**config.mk**
```make
export PLATFORM = sky130hd
export DESIGN_NAME = fsc_core
export DESIGN_NICKNAME = d
export VERILOG_FILES = /design/src/pkg/fsc_pkg.sv /design/src/hdl/fsc_core.sv /design/src/hdl/fsc_accum.sv
export SDC_FILE = /design/constraint.sdc
export NUM_CORES = 1
export LEC_CHECK = 0
export BUFFER_PORTS_ARGS = -buffer_cell sky130_fd_sc_hd__buf_4
export CORE_MARGIN = 3
export CORE_UTILIZATION = 43
export CTS_CLUSTER_SIZE = 14
export DETAILED_ROUTE_END_ITERATION = 10
export PLACE_DENSITY_LB_ADDON = 0.2
export SYNTH_ARGS = -nofsm -noshare
export SYNTH_HDL_FRONTEND = slang
export SYNTH_HIERARCHICAL = 1
export SYNTH_SLANG_ARGS = --single-unit
```
**constraint.sdc**
```tcl
create_clock -name core_clk -period 3 [get_ports core_clk]
set_input_delay 0.6 -clock core_clk [delete_from_list [all_inputs] [get_ports core_clk]]
set_output_delay 0.6 -clock core_clk [all_outputs]
set_load 0.05 [all_outputs]
```
**src/pkg/fsc_pkg.sv**
```systemverilog
// Package: register map, field positions, reset values and timing for the synthesizer control
package fsc_pkg;
  // Register addresses (6-bit serial address space)
  localparam logic [5:0] ADDR_VERSION   = 6'h00;
  localparam logic [5:0] ADDR_CHIPEN    = 6'h01;
  localparam logic [5:0] ADDR_INTEGER   = 6'h03;
  localparam logic [5:0] ADDR_FRAC      = 6'h04;
  localparam logic [5:0] ADDR_OSC       = 6'h05;
  localparam logic [5:0] ADDR_SEED      = 6'h06;
  localparam logic [5:0] ADDR_EXACT     = 6'h0C;

  // Field positions
  localparam int SOFT_RESET_BIT   = 5;
  localparam int PIN_SELECT_BIT   = 0;
  localparam int SW_ENABLE_BIT    = 1;
  localparam int KEEP_ON_LSB      = 2;
  localparam int KEEP_ON_COUNT    = 6;
  localparam int AUTO_RESEED_BIT  = 8;

  // Reset values
  localparam logic [23:0] CHIPEN_RESET  = 24'h000001;
  localparam logic [18:0] INTEGER_RESET = 19'h00014;
  localparam logic [23:0] FRAC_RESET    = 24'h000000;
  localparam logic [23:0] OSC_RESET     = 24'h000000;
  localparam logic [23:0] SEED_RESET    = 24'h000000;
  localparam logic [13:0] EXACT_RESET   = 14'h0000;
  // Version value is arbitrary
  localparam logic [23:0] VERSION_INFO  = 24'h00A5C3;

  // Integer ratio limits
  localparam logic [18:0] INTEGER_MIN   = 19'h00014;
  localparam logic [18:0] INTEGER_MAX   = 19'h7FFFC;

  // Four preset start phases for the phase accumulator (seed 0..3)
  localparam logic [23:0] SEED_PHASE0   = 24'h000000;
  localparam logic [23:0] SEED_PHASE1   = 24'h800000;
  localparam logic [23:0] SEED_PHASE2   = 24'hB29D2D;
  localparam logic [23:0] SEED_PHASE3   = 24'h50F44D;

  // Power-on reset delay
  localparam int POR_TIME_US   = 250;
  localparam int CLK_MHZ       = 50;
  localparam int POR_CYCLES    = POR_TIME_US * CLK_MHZ;

  // Write strobe from the serial port
  typedef struct packed {
    logic        valid;
    logic [5:0]  addr;
    logic [23:0] data;
  } fsc_write_s;

  // Power state of the core
  typedef enum logic [1:0] {
    FSC_POR,
    FSC_RUN,
    FSC_PWRDN
  } fsc_power_e;
endpackage

```
**src/hdl/fsc_core.sv**
```systemverilog
// Synthesizer control: registers, seeding, resets and power-down
`timescale 1ns/1ps
module fsc_core #(
  parameter int POR_CYCLES = fsc_pkg::POR_CYCLES
) (
  input  wire logic               core_clk,
  input  wire logic               rst,
  input  wire logic               chip_enable_input,
  input  wire logic               protocol_sel_in,
  input  wire logic               protocol_decided,
  input  wire fsc_pkg::fsc_write_s wr,
  input  wire logic [5:0]         rd_addr,
  output logic      [23:0]        rd_data,
  output logic                    por_done,
  output logic                    protocol_sel,
  output logic                    powered,
  output logic      [5:0]         keep_on,
  output logic      [18:0]        int_ratio,
  output logic      [23:0]        frac_ratio,
  output logic      [13:0]        exact_divisor,
  output logic      [23:0]        osc_word,
  output logic                    osc_write,
  output logic      [23:0]        mod_phase,
  output logic                    mod_carry
);
  logic [1:0]  ce_sync_reg;
  logic        por_reg;
  logic [13:0] por_cnt_reg;
  logic        soft_rst;
  logic        syn_rst;
  logic [23:0] chipen_reg;
  logic [18:0] int_reg;
  logic [23:0] frac_reg;
  logic [23:0] osc_reg;
  logic [23:0] seed_reg;
  logic [13:0] exact_reg;
  logic        frac_new_reg;
  logic        enable_next;
  logic        run;
  logic [23:0] seed_phase;
  logic [23:0] phase_w;
  logic        carry_w;
  logic [18:0] int_next;
  logic        proto_reg;
  logic        proto_held_reg;
  fsc_pkg::fsc_power_e state_reg;

  // Chip enable pin synchroniser
  always_ff @(posedge core_clk) begin
    if (rst) begin
      ce_sync_reg <= 2'b00;
    end else begin
      ce_sync_reg <= {ce_sync_reg[0], chip_enable_input};
    end
  end

  // Power-on reset interval counter; rst models supply application
  always_ff @(posedge core_clk) begin
    if (rst) begin
      por_cnt_reg <= 14'h0000;
      por_reg     <= 1'b1;
    end else if (por_reg) begin
      if (por_cnt_reg == 14'(POR_CYCLES - 1)) begin
        por_reg <= 1'b0;
      end
      por_cnt_reg <= por_cnt_reg + 14'h0001;
    end
  end

  // Soft reset on completed write to register 0 with the reset bit
  assign soft_rst = wr.valid && wr.addr == fsc_pkg::ADDR_VERSION
                    && wr.data[fsc_pkg::SOFT_RESET_BIT];
  assign syn_rst  = por_reg || soft_rst;

  // Protocol selection latched once after power-up, untouched by soft reset
  always_ff @(posedge core_clk) begin
    if (rst) begin
      proto_reg      <= 1'b0;
      proto_held_reg <= 1'b0;
    end else if (!proto_held_reg && protocol_decided) begin
      proto_reg      <= protocol_sel_in;
      proto_held_reg <= 1'b1;
    end
  end

  // Integer ratio clamped into its legal span
  always_comb begin
    int_next = wr.data[18:0];
    if (wr.data[18:0] < fsc_pkg::INTEGER_MIN) begin
      int_next = fsc_pkg::INTEGER_MIN;
    end else if (wr.data[18:0] > fsc_pkg::INTEGER_MAX) begin
      int_next = fsc_pkg::INTEGER_MAX;
    end
  end

  // Synthesizer registers; writes accepted in run and power-down, dropped while power-on reset holds
  always_ff @(posedge core_clk) begin
    if (rst || syn_rst) begin
      chipen_reg <= fsc_pkg::CHIPEN_RESET;
      int_reg    <= fsc_pkg::INTEGER_RESET;
      frac_reg   <= fsc_pkg::FRAC_RESET;
      seed_reg   <= fsc_pkg::SEED_RESET;
      exact_reg  <= fsc_pkg::EXACT_RESET;
    end else if (wr.valid) begin
      unique case (wr.addr)
        fsc_pkg::ADDR_CHIPEN: chipen_reg <= wr.data;
        fsc_pkg::ADDR_INTEGER: int_reg <= int_next;
        fsc_pkg::ADDR_FRAC: frac_reg <= wr.data;
        fsc_pkg::ADDR_SEED: seed_reg <= wr.data;
        fsc_pkg::ADDR_EXACT: exact_reg <= wr.data[13:0];
        default: ;
      endcase
    end
  end

  // Oscillator register: only power removal resets it
  always_ff @(posedge core_clk) begin
    if (rst) begin
      osc_reg   <= fsc_pkg::OSC_RESET;
      osc_write <= 1'b0;
    end else begin
      osc_write <= wr.valid && wr.addr == fsc_pkg::ADDR_OSC;
      if (wr.valid && wr.addr == fsc_pkg::ADDR_OSC) begin
        osc_reg <= wr.data;
      end
    end
  end

  // New fractional word takes effect the cycle after its write
  always_ff @(posedge core_clk) begin
    if (rst || syn_rst) begin
      frac_new_reg <= 1'b0;
    end else begin
      frac_new_reg <= wr.valid && wr.addr == fsc_pkg::ADDR_FRAC;
    end
  end

  // Power enable from pin or software bit
  always_comb begin
    if (chipen_reg[fsc_pkg::PIN_SELECT_BIT]) begin
      enable_next = ce_sync_reg[1];
    end else begin
      enable_next = chipen_reg[fsc_pkg::SW_ENABLE_BIT];
    end
  end

  // Power state machine
  always_ff @(posedge core_clk) begin
    if (rst) begin
      state_reg <= fsc_pkg::FSC_POR;
    end else begin
      unique case (state_reg)
        fsc_pkg::FSC_POR: begin
          if (!por_reg) begin
            state_reg <= enable_next ? fsc_pkg::FSC_RUN : fsc_pkg::FSC_PWRDN;
          end
        end
        fsc_pkg::FSC_RUN: begin
          if (!enable_next) begin
            state_reg <= fsc_pkg::FSC_PWRDN;
          end
        end
        fsc_pkg::FSC_PWRDN: begin
          if (enable_next) begin
            state_reg <= fsc_pkg::FSC_RUN;
          end
        end
        default: state_reg <= fsc_pkg::FSC_POR;
      endcase
    end
  end

  assign run = state_reg == fsc_pkg::FSC_RUN;

  // Seed phase selection
  always_comb begin
    unique case (seed_reg[1:0])
      2'h0: seed_phase = fsc_pkg::SEED_PHASE0;
      2'h1: seed_phase = fsc_pkg::SEED_PHASE1;
      2'h2: seed_phase = fsc_pkg::SEED_PHASE2;
      default: seed_phase = fsc_pkg::SEED_PHASE3;
    endcase
  end

  // Accumulator; reseed only with auto reseed, otherwise carry on
  fsc_accum u_accum (
    .core_clk   (core_clk),
    .rst        (rst || syn_rst),
    .run        (run),
    .load_seed  (frac_new_reg && seed_reg[fsc_pkg::AUTO_RESEED_BIT]),
    .seed_phase (seed_phase),
    .frac_word  (frac_reg),
    .phase      (phase_w),
    .carry      (carry_w)
  );

  // Registered outputs
  always_ff @(posedge core_clk) begin
    if (rst) begin
      rd_data       <= 24'h000000;
      por_done      <= 1'b0;
      protocol_sel  <= 1'b0;
      powered       <= 1'b0;
      keep_on       <= 6'h00;
      int_ratio     <= fsc_pkg::INTEGER_RESET;
      frac_ratio    <= fsc_pkg::FRAC_RESET;
      exact_divisor <= fsc_pkg::EXACT_RESET;
      osc_word      <= fsc_pkg::OSC_RESET;
      mod_phase     <= 24'h000000;
      mod_carry     <= 1'b0;
    end else begin
      unique case (rd_addr)
        fsc_pkg::ADDR_VERSION: rd_data <= fsc_pkg::VERSION_INFO;
        fsc_pkg::ADDR_CHIPEN: rd_data <= chipen_reg;
        fsc_pkg::ADDR_INTEGER: rd_data <= {5'h00, int_reg};
        fsc_pkg::ADDR_FRAC: rd_data <= frac_reg;
        fsc_pkg::ADDR_SEED: rd_data <= seed_reg;
        fsc_pkg::ADDR_EXACT: rd_data <= {10'h000, exact_reg};
        default: rd_data <= 24'h000000;
      endcase
      por_done      <= !por_reg;
      protocol_sel  <= proto_reg;
      powered       <= run;
      keep_on       <= run ? 6'h3F
                       : chipen_reg[fsc_pkg::KEEP_ON_LSB +: fsc_pkg::KEEP_ON_COUNT];
      int_ratio     <= int_reg;
      frac_ratio    <= frac_reg;
      exact_divisor <= exact_reg;
      osc_word      <= osc_reg;
      mod_phase     <= phase_w;
      mod_carry     <= carry_w;
    end
  end

  // Soft reset returns the integer ratio to default two cycles later
  soft_reset_int_a: assert property (@(posedge core_clk) disable iff (rst)
    soft_rst |-> ##2 int_ratio == fsc_pkg::INTEGER_RESET)
    else $error("soft reset did not restore integer ratio");

  // The reset-carrying write is not retained in the chip enable register
  soft_reset_drop_a: assert property (@(posedge core_clk) disable iff (rst)
    soft_rst |=> chipen_reg == fsc_pkg::CHIPEN_RESET)
    else $error("soft reset write was retained");

  // Oscillator word survives soft reset
  osc_keep_a: assert property (@(posedge core_clk) disable iff (rst)
    soft_rst && !(wr.addr == fsc_pkg::ADDR_OSC) |=> $stable(osc_reg))
    else $error("oscillator register disturbed by soft reset");

  // Protocol selection unchanged by soft reset
  proto_keep_a: assert property (@(posedge core_clk) disable iff (rst)
    proto_held_reg |=> $stable(proto_reg))
    else $error("protocol selection changed");

  // Auto reseed loads selected phase
  auto_reseed_a: assert property (@(posedge core_clk) disable iff (rst)
    frac_new_reg && seed_reg[fsc_pkg::AUTO_RESEED_BIT] && !syn_rst
    |=> phase_w == $past(seed_phase))
    else $error("auto reseed did not load seed");

  // Without reseed accumulation continues
  no_reseed_a: assert property (@(posedge core_clk) disable iff (rst)
    run && !seed_reg[fsc_pkg::AUTO_RESEED_BIT] && !syn_rst
    |=> phase_w == 24'($past(phase_w) + $past(frac_reg)))
    else $error("accumulator did not continue");

  // Software enable governs power when pin select is clear
  sw_enable_a: assert property (@(posedge core_clk) disable iff (rst)
    state_reg != fsc_pkg::FSC_POR && !chipen_reg[fsc_pkg::PIN_SELECT_BIT]
    && !chipen_reg[fsc_pkg::SW_ENABLE_BIT] && !syn_rst |=> ##1 !powered)
    else $error("software power-down ignored");

  // Power-down stops the accumulator
  pwrdn_clock_a: assert property (@(posedge core_clk) disable iff (rst)
    !run && !frac_new_reg && !syn_rst |=> $stable(phase_w))
    else $error("accumulator ran in power-down");

  // Integer ratio stays in range
  int_range_a: assert property (@(posedge core_clk) disable iff (rst)
    int_reg >= fsc_pkg::INTEGER_MIN && int_reg <= fsc_pkg::INTEGER_MAX)
    else $error("integer ratio out of range");

  // Power-on reset ends exactly at the interval
  por_len_a: assert property (@(posedge core_clk) disable iff (rst)
    por_reg && por_cnt_reg == 14'(POR_CYCLES - 1) |=> !por_reg ##1 por_done)
    else $error("power-on reset interval wrong");
endmodule

```
**src/hdl/fsc_accum.sv**
```systemverilog
// Fractional modulator phase accumulator with seed reload
`timescale 1ns/1ps
module fsc_accum (
  input  wire logic        core_clk,
  input  wire logic        rst,
  input  wire logic        run,
  input  wire logic        load_seed,
  input  wire logic [23:0] seed_phase,
  input  wire logic [23:0] frac_word,
  output logic      [23:0] phase,
  output logic             carry
);
  logic [24:0] sum_next;

  // Next sum including the modulator carry
  always_comb begin
    sum_next = {1'b0, phase} + {1'b0, frac_word};
  end

  // Seed reload has priority over accumulation; clocks stop when not running
  always_ff @(posedge core_clk) begin
    if (rst) begin
      phase <= 24'h000000;
      carry <= 1'b0;
    end else if (load_seed) begin
      phase <= seed_phase;
      carry <= 1'b0;
    end else if (run) begin
      phase <= sum_next[23:0];
      carry <= sum_next[24];
    end else begin
      carry <= 1'b0;
    end
  end
endmodule

```
==> qor.yml, run 1 <==
clock_latency_ns: 0.52
drc: 0
p_clk_frac: 0.466
io_pins: 182
vias_per_cell: 5.27
fin_crit_sh: 0.922
fmax_mhz: 362
wl_um: 34400
path_clk_slew_ns: 0.06
core_area_um2: 27900
synthArstFlopShare: 0
row_count: 61
fp.dieArea_um2: 30600
critPathBufInv: 0
grt_antenna_before_repair: 0
die_y_um: 175
cp_top_family: "compound AO/OA/AOI/OAI gates"
htreeDepth: 2
routed-via-count: 9690
hold_class: "input port to flop"
drt_iter0_markers: 874
worstPathCellList: "ha_1, fa_1, a21o_1, a21oi_1, o21ai_1, a21boi_1, o221ai_1, or4_1, nand3_1"
final_antenna_net_count: 0
ys_ff_latch: 316
switching_share: 0.215
switchingPower_mw: 1.78
finalNetCount: 1514
pre_cts_slack_ns: 0.319
tightest_slew_ns: 0.712
synth_top_area_frac: 0.515
power_density_nw_per_um2: 553
cts_num_sinks: 316
most-common-layout-cells: "dfxtp_1 (316), buf_4 (211), nor2_1 (139), nand2_1 (138), nor2b_1 (110)"
rsz0062_at_grt: "no"
grt_max_degree: 71
cts_tree: "built"
crit_fanout: 5
fin_tns_setup_ns: 0
grtUsageTotal: 0.218
initial_core_util: 0.440
drive_above_1_share: 0.202
synth_area_um2: 12300
die_x_um: 175
power_frac_comb: 0.026
status: "finished clean"
diodes: 0
final_common_cell: "dfxtp_1"
hold_violations: 0
synth_ff_type: "dfxtp_1"
fin_skew_ns: 0.0270
synth_edf_count: 0
area_delta_synth_final_pct: 22.0
cts_buffer_depth: 3
cp.required_ns: 3.45
synth.area.top_cells: "dfxtp_1 (52%), nor2b_1 (5.7%), mux2i_1 (5.1%), nor2_1 (4.2%), nand2_1 (4.2%)"
critical_path.endpoint_type: "flop"
synth.distinct_cells: 77
yosysTopAreaCell: "dfxtp_1"
yosysWarnings: 6
crit_path_start_kind: "flop"
setup_violations: 0
root_buffer: "clkbuf_16"
ys_seq_area_frac: 0.515
grt_overflow: 0
gp_congestion: 0.906
period_needed_ns: 2.77
power_leakage_nw: 6.23
routedWlPerCell_um: 18.7
cp_slowest_cell: "or4_1"
post_cts_buffers: 0
seq_power_share: 0.508
drv_slew: 0
grt_first_pass_wirelength_um: 53400
dp_hpwl_um: 24100
fin_ws_ns: 0.234
place.port_buffers: 181
nFillCells: 2585
post_cts_resized: 0
cts-hold-fix-buffers: 0
ir_drop_mv: 0.386
max_stage_delay_ns: 0.45
max_cap_violations: 0
slew_headroom: 0.525
grt_pass1_vias: 9486
synth.avg_cell_area_um2: 9.64
p_int_mw: 6.51
syn_inst: 1273
cp.arrival_ns: 3.21
cts_made_buffers: 35
path_class: "flop to flop"
dr.pass1.iters: 5
-- power by group through the flow --
stage / Sequential, mW / Combinational (mW) / Clock [mW]
floorplan: 4.31 / 0.0983 / 0
global placement: 4.31 / 0.212 / 0
detailed placement: 4.31 / 0.214 / 0
CTS: 4.21 / 0.215 / 3.95
global route: 4.21 / 0.230 / 4.11
finish: 4.21 / 0.215 / 3.86
-- worst register-to-register path: cells and delay by family (launching register included) --
kind | cells | cell delay (ns)
adder cells (fa/ha/maj) | 2 | 0.64
flip-flops | 1 | 0.33
AO/OA/AOI/OAI | 5 | 1.20
AND/OR/NAND/NOR | 2 | 0.54
-- per-stage QoR --
stage	area, µm²	utilization	power, mW	std cells	hold WS (ns)
6_report	15000	0.536	8.29	1840	0.303
5_1_grt	15000	0.536	8.55	1840	0.314
4_1_cts	15000	0.536	8.38	1840	0.292
3_5_place_dp	14000	0.500	4.52	1785	0.445
3_3_place_gp	14000	0.500	4.52	1785	0.440
2_1_floorplan	12300	-	4.41	1279	0.414
-- cell usage after synthesis (4+ instances only) --
cell type  instances
buf_1              4
nand2_1          138
nor2_1           139
o21ai_0           14
a21oi_1           93
clkbuf_1          39
or4_1              4
buf_6             11
a21o_1            19
or3_1              4
xor2_1            16
and3_1            14
a31oi_1           17
a211oi_1           6
nor3_1             6
a221oi_1           8
o22ai_1            5
mux2_2            14
inv_1             20
a222oi_1          19
dfxtp_1          316
mux2i_1           63
nand3_1           15
nor4_1             4
buf_2             25
ha_1              27
or2_2              5
o22a_1            24
nor2b_1          111
nand4_1           11
xnor2_1           13
-- per-layer routing --
layer,routed length [µm],track usage
met1,14900,0.289
met2,16000,0.359
met3,2430,0.0419
met4,1110,0.0755
met5,0,0
-- path summary, 6_finish.rpt --
check / start / end / slack, ns / cells past startpoint
setup / recovery: frac_reg[0]$_SDFFE_PP0P_ / u_accum/phase[22]$_SDFFE_PP0P_ / 0.23 / 9
hold / removal: protocol_decided / proto_held_reg$_SDFFE_PP0P_ / 0.30 / 3
setup reg to reg: frac_reg[0]$_SDFFE_PP0P_ / u_accum/phase[22]$_SDFFE_PP0P_ / 0.23 / 9
hold reg to reg: chipen_reg[12]$_SDFFE_PP0P_ / chipen_reg[12]$_SDFFE_PP0P_ / 0.45 / 2
-- cell families (layout without fill, tap and decap cells) --
kind of cell	after synthesis	count (layout)	synth area share
buf+inv	105	288	0.0426
compound gates	238	238	0.135
flops	316	316	0.515
other cells	1	7	0.000305
simple gates	479	479	0.193
fa+ha+maj	28	28	0.0291
xor+xnor	29	29	0.0207
mux	77	77	0.0642
-- cell type report --
class	count	area, µm²	area share
sequential	316	6330	0.422
timing repair buffer	213	1620	0.108
clock buffer	47	951	0.0635
tap	378	473	0.0316
multi-input combinational	858	5460	0.364
clock inverter	8	78.8	0.00526
inverter	20	75.1	0.00501
Power figures use the tool's default switching activity.
==> inputs of run 2 (changes only) <==
==> constraint.sdc (replaced) <==
create_clock -name core_clk -period 2.7 [get_ports core_clk]
set_input_delay 0.54 -clock core_clk [delete_from_list [all_inputs] [get_ports core_clk]]
set_output_delay 0.54 -clock core_clk [all_outputs]
set_load 0.05 [all_outputs]
==> run 2 against run 1 <==
Effect of this change:
- hold slack worse by 0.053 ns
- sequential share of layout area decreased by 0.64 points
- global-route usage grew 0.46 points
- first-iteration DRC count down 16%
- total power grew 17%
- critical path depth did not move
- die area stayed put
- highest routed layer unchanged
- clock skew fell by 0.0099 ns
- utilization rose by 0.82 points
- non-clock buffer count grew 11
==> qor.yml, run 2 (synthesis results as in run 1) <==
cp.required_ns: 3.06  # was 3.45 ns
gp_congestion: 0.904  # was 0.906
status: "finished clean"  # unchanged
wl_um: 35300  # was 34,400 µm
grt_max_degree: 117  # was 71
area_delta_synth_final_pct: 23.9  # was 22.0%
ir_drop_mv: 0.439  # was 0.386 mV
path_clk_slew_ns: 0.06  # about the same
crit_path_start_kind: "flop"  # unchanged
die_y_um: 175  # unchanged
finalInstanceArea_um2: 15200  # was 15,000 µm²
rsz0062_at_grt: "no"  # unchanged
grt_use_met2: 0.368  # was 0.359
finalPower_mw: 9.68  # was 8.29 mW
max_stage_delay_ns: 0.40  # was 0.45 ns
final_antenna_net_count: 0  # unchanged
vias_per_cell: 5.32  # was 5.27
root_buffer: "clkbuf_16"  # unchanged
row_count: 61  # unchanged
drc: 0  # unchanged
cts-hold-fix-buffers: 0  # unchanged
place_area_um2: 14000  # about the same
grt_pass1_vias: 9561  # was 9,486
cp_slowest_cell: "fa_1"  # was or4_1
routedWlPerCell_um: 19.0  # was 18.7 µm
path_class: "flop to flop"  # unchanged
cts_num_sinks: 316  # unchanged
most-common-layout-cells: "dfxtp_1 (316), buf_4 (222), nor2_1 (139), nand2_1 (138), nor2b_1 (110)"  # was dfxtp_1 (316), buf_4 (211), nor2_1 (139), nand2_1 (138), nor2b_1 (110)
grtUsageTotal: 0.223  # was 0.218
drt_iter0_markers: 738  # was 874
use_met1: 0.293  # was 0.289
grt_first_pass_wirelength_um: 54100  # was 53,400 µm
max_cap_violations: 0  # unchanged
grtUsageMet3: 0.0365  # was 0.0419
drv_slew: 0  # unchanged
busiest_layer: "met2"  # unchanged
die_x_um: 175  # unchanged
critical_path.endpoint_type: "flop"  # unchanged
dr.pass1.iters: 8  # was 5
diodes: 0  # unchanged
initial_core_util: 0.440  # unchanged
setup_violations: 0  # unchanged
tightest_slew_ns: 0.657  # was 0.712 ns
cts_made_buffers: 34  # was 35
core_area_um2: 27900  # unchanged
fp.dieArea_um2: 30600  # unchanged
fin_crit_sh: 0.924  # was 0.922
grt_antenna_before_repair: 2  # was 0
grt_overflow: 0  # unchanged
htreeDepth: 2  # unchanged
fmax_mhz: 401  # was 362 MHz
fin_tns_setup_ns: 0  # unchanged
drive_above_1_share: 0.216  # was 0.202
clock_latency_ns: 0.51  # was 0.52 ns
cts_tree: "built"  # unchanged
final_common_cell: "dfxtp_1"  # unchanged
power_density_nw_per_um2: 636  # was 553 nW/µm²
cp.arrival_ns: 2.86  # was 3.21 ns
worstPathCellList: "ha_1, fa_1, a21o_1, a21oi_1, o21ai_2, a32o_2, or3_1, nand3_1, a31oi_1"  # was ha_1, fa_1, a21o_1, a21oi_1, o21ai_1, a21boi_1, o221ai_1, or4_1, nand3_1
finalNetCount: 1524  # was 1,514
hold_violations: 0  # unchanged
nFillCells: 2624  # was 2,585
slew_headroom: 0.561  # was 0.525
hold_class: "input port to flop"  # unchanged
period_needed_ns: 2.49  # was 2.77 ns
pre_cts_slack_ns: 0.176  # was 0.319 ns
post_cts_buffers: 0  # unchanged
reg2reg_slack_ns: 0.21  # was 0.23 ns
routed-via-count: 9874  # was 9,690
fin_ws_ns: 0.206  # was 0.234 ns
place.port_buffers: 181  # unchanged
cts_buffer_depth: 3  # unchanged
io_pins: 182  # unchanged
fin_skew_ns: 0.0171  # was 0.0270 ns
crit_fanout: 5  # unchanged
power_leakage_nw: 6.37  # was 6.23 nW
dp_hpwl_um: 24300  # was 24,100 µm
run 2: cell types whose count changed in the layout (fill, tap and decap cells not counted), sizes merged:
| cell | before | now |
|---|---|---|
| buf | 213 | 224 |
| bufinv | 0 | 2 |
| clkbuf | 47 | 49 |
| clkinv | 5 | 6 |
| clkinvlp | 2 | 3 |
run 2: where the power goes:
part           total, mW  switching, mW  leakage (nW)  internal, mW
registers           4.68        0.00696          2.55          4.67
logic              0.247          0.164          3.26        0.0831
clock network       4.75           1.87         0.569          2.88
total               9.68           2.04          6.37          7.64
run 2: final timing paths:
path                            cells past startpoint                      from                        endpoint
worst min register to register                      1  u_accum/carry$_SDFF_PP0_            mod_carry$_SDFF_PP0_
worst min-delay path                                3          protocol_decided     proto_held_reg$_SDFFE_PP0P_
worst max register to register                      9  frac_reg[0]$_SDFFE_PP0P_  u_accum/phase[14]$_SDFFE_PP0P_
worst max-delay path                                9  frac_reg[0]$_SDFFE_PP0P_  u_accum/phase[14]$_SDFFE_PP0P_
run 2: cell type report:
class	instances	area (µm²)	share of cell area
clock buffer	49	1040	0.0684
clock inverter	12	121	0.00798
inverter	20	75.1	0.00494
multi-input combinational	858	5470	0.360
sequential	316	6330	0.416
tap	378	473	0.0311
timing repair buffer	224	1710	0.112
run 2: what timing repair did:
item,in CTS,in global routing
resized for setup,0,4
endpoints found under the setup margin,0,3
endpoints found under the hold margin,0,0
run 2: per-stage QoR:
stage | hold WS, ns | util | instances
floorplan | 0.414 | - | 1279
global placement | 0.435 | 0.502 | 1796
detailed placement | 0.444 | 0.502 | 1796
finish | 0.250 | 0.545 | 1857
CTS | 0.237 | 0.544 | 1857
global route | 0.257 | 0.545 | 1857
run 2: metal layers:
layer  part of all wire  wire length (µm)
met1               0.44             15500
met2               0.46             16400
met3              0.061              2160
met4              0.035              1240
met5                  0                 0
run 2: critical path, delay by kind of cell, from the launching register on:
family / cells / cell delay, ns
AOI/OAI and AO/OA: 5 / 0.99
adders and majority gates: 2 / 0.63
and+or+nand+nor: 2 / 0.40
DFF: 1 / 0.33
==> inputs of run 3 (changes only) <==
--- a/config.mk
+++ b/config.mk
@@ -6,7 +6,7 @@
 export NUM_CORES = 1
 export LEC_CHECK = 0
 export BUFFER_PORTS_ARGS = -buffer_cell sky130_fd_sc_hd__buf_4
-export CORE_MARGIN = 3
+export CORE_MARGIN = 4
 export CORE_UTILIZATION = 43
 export CTS_CLUSTER_SIZE = 14
 export DETAILED_ROUTE_END_ITERATION = 10
==> run 3 against run 2 <==
Effect of this change:
- via count is 0.49% lower
- clock power is 2% lower
- non-clock buffer count is 3 higher
==> qor.yml, run 3 (synthesis results as in run 1) <==
grt_first_pass_wirelength_um: 53800  # was 54,100 µm
grt_pass1_vias: 9602  # was 9,561
dpl.cell_count: 1799  # was 1,796
post_cts_resized: 0  # unchanged
ir_drop_mv: 0.302  # was 0.439 mV
drc: 0  # unchanged
initial_core_util: 0.438  # was 0.440
area_delta_synth_final_pct: 23.8  # was 23.9%
final_antenna_net_count: 0  # unchanged
place.port_buffers: 181  # unchanged
power_leakage_nw: 6.37  # about the same
grtUsageTotal: 0.217  # was 0.223
r2r_start: "frac_reg[0]$_SDFFE_PP0P_"  # unchanged
rsz0062_at_grt: "no"  # unchanged
worstPathCellList: "ha_1, fa_1, a21o_1, a21oi_1, o21ai_2, a32o_2, or3_1, nand3_1, a31oi_1"  # unchanged
row_count: 61  # unchanged
core_area_um2: 28000  # was 27,900 µm²
critical_path.endpoint_type: "flop"  # unchanged
finalPower_mw: 9.60  # was 9.68 mW
setup_violations: 0  # unchanged
startpoint: "frac_reg[0]$_SDFFE_PP0P_"  # unchanged
die_y_um: 177  # was 175 µm
clock_latency_ns: 0.51  # about the same
vias_per_cell: 5.29  # was 5.32
drive_above_1_share: 0.212  # was 0.216
status: "finished clean"  # unchanged
cts_tree: "built"  # unchanged
dp_hpwl_um: 24000  # was 24,300 µm
crit_path_start_kind: "flop"  # unchanged
final_common_cell: "dfxtp_1"  # unchanged
htreeDepth: 2  # unchanged
hp-start: "protocol_decided"  # unchanged
slew_headroom: 0.549  # was 0.561
cp.arrival_ns: 2.89  # was 2.86 ns
drv_slew: 0  # unchanged
fin_skew_ns: 0.0143  # was 0.0171 ns
cts_made_buffers: 34  # unchanged
fp.dieArea_um2: 31300  # was 30,600 µm²
grt_overflow: 0  # unchanged
pre_cts_slack_ns: 0.159  # was 0.176 ns
path_class: "flop to flop"  # unchanged
gp_congestion: 0.906  # was 0.904
nFillCells: 2536  # was 2,624
power_density_nw_per_um2: 631  # was 636 nW/µm²
fmax_mhz: 394  # was 401 MHz
routed-via-count: 9826  # was 9,874
cp_top_family: "compound AO/OA/AOI/OAI gates"  # unchanged
finalNetCount: 1527  # was 1,524
ff_latch_area_um2: 6330  # unchanged
root_buffer: "clkbuf_16"  # unchanged
most-common-layout-cells: "dfxtp_1 (316), buf_4 (223), nor2_1 (139), nand2_1 (138), nor2b_1 (110)"  # was dfxtp_1 (316), buf_4 (222), nor2_1 (139), nand2_1 (138), nor2b_1 (110)
cp_num_cells: 9  # unchanged
period_needed_ns: 2.54  # was 2.49 ns
routedWlPerCell_um: 18.8  # was 19.0 µm
reg2reg_slack_ns: 0.16  # was 0.21 ns
multi_input_area_um2: 5460  # was 5470 µm²
fin_cells: 1857  # unchanged
cts_num_sinks: 316  # unchanged
die_x_um: 177  # was 175 µm
wl_um: 34800  # was 35,300 µm
fin_crit_sh: 0.939  # was 0.924
max_stage_delay_ns: 0.41  # was 0.40 ns
cts_buffer_depth: 3  # unchanged
grt_antenna_before_repair: 0  # was 2
crit_fanout: 5  # unchanged
fin_tns_setup_ns: 0  # unchanged
hold_class: "input port to flop"  # unchanged
cts-hold-fix-buffers: 0  # unchanged
diodes: 0  # unchanged
hold_violations: 0  # unchanged
grt_max_degree: 126  # was 117
tightest_slew_ns: 0.676  # was 0.657 ns
path_clk_slew_ns: 0.06  # about the same
fin_ws_ns: 0.164  # was 0.206 ns
dr.pass1.iters: 6  # was 8
cp_slowest_cell: "fa_1"  # unchanged
drt_iter0_markers: 771  # was 738
ff2ff_path_depth: 9  # unchanged
critPathBufInv: 0  # unchanged
io_pins: 182  # unchanged
max_cap_violations: 0  # unchanged
cp.required_ns: 3.05  # was 3.06 ns
post_cts_buffers: 0  # unchanged
hold-path-cell-count: 3  # unchanged
==> run 3: changes by cell type in the layout (fill, tap and decap cells not counted), sizes merged <==
cell      delta
buf          +3
bufinv       +2
clkinv       -3
clkinvlp     -2
==> run 3: final timing paths <==
path | to
worst min-delay path | proto_held_reg$_SDFFE_PP0P_
worst min register to register | chipen_reg[13]$_SDFFE_PP0P_
worst max register to register | u_accum/phase[14]$_SDFFE_PP0P_
worst max-delay path | u_accum/phase[14]$_SDFFE_PP0P_
==> run 3: layout make-up <==
cell class,count,share of cell area
clock inverters,9,0.00996
well taps,378,0.0311
inverters,20,0.00494
flip-flops and latches,316,0.416
clock buffers,49,0.0631
multi-input cells,858,0.359
repair buffers,227,0.115
==> run 3: layer usage <==
metal | GRT usage | wire, µm
met3 | 0.0461 | 2530
met1 | 0.283 | 15000
met5 | 0 | 0
met2 | 0.355 | 16100
met4 | 0.0825 | 1230
==> run 3: through the flow <==
stage | hold WS [ns] | util | area, µm²
2_1_floorplan | 0.414 | - | 12300
5_1_grt | 0.232 | 0.543 | 15200
4_1_cts | 0.227 | 0.542 | 15200
6_report | 0.240 | 0.543 | 15200
3_3_place_gp | 0.439 | 0.503 | 14100
3_5_place_dp | 0.437 | 0.503 | 14100
==> run 3: where the power goes <==
part | total [mW] | switching [mW] | internal [mW]
combinational | 0.245 | 0.160 | 0.0844
sequential | 4.68 | 0.00725 | 4.68
clock | 4.67 | 1.82 | 2.85
total | 9.60 | 1.99 | 7.61
==> run 3: worst register-to-register path, delay by kind of cell (launching register included) <==
kind / cells / cell delay (ns)
simple gates: 2 / 0.41
compound gates: 5 / 1.01
flops: 1 / 0.33
fa+ha+maj: 2 / 0.64
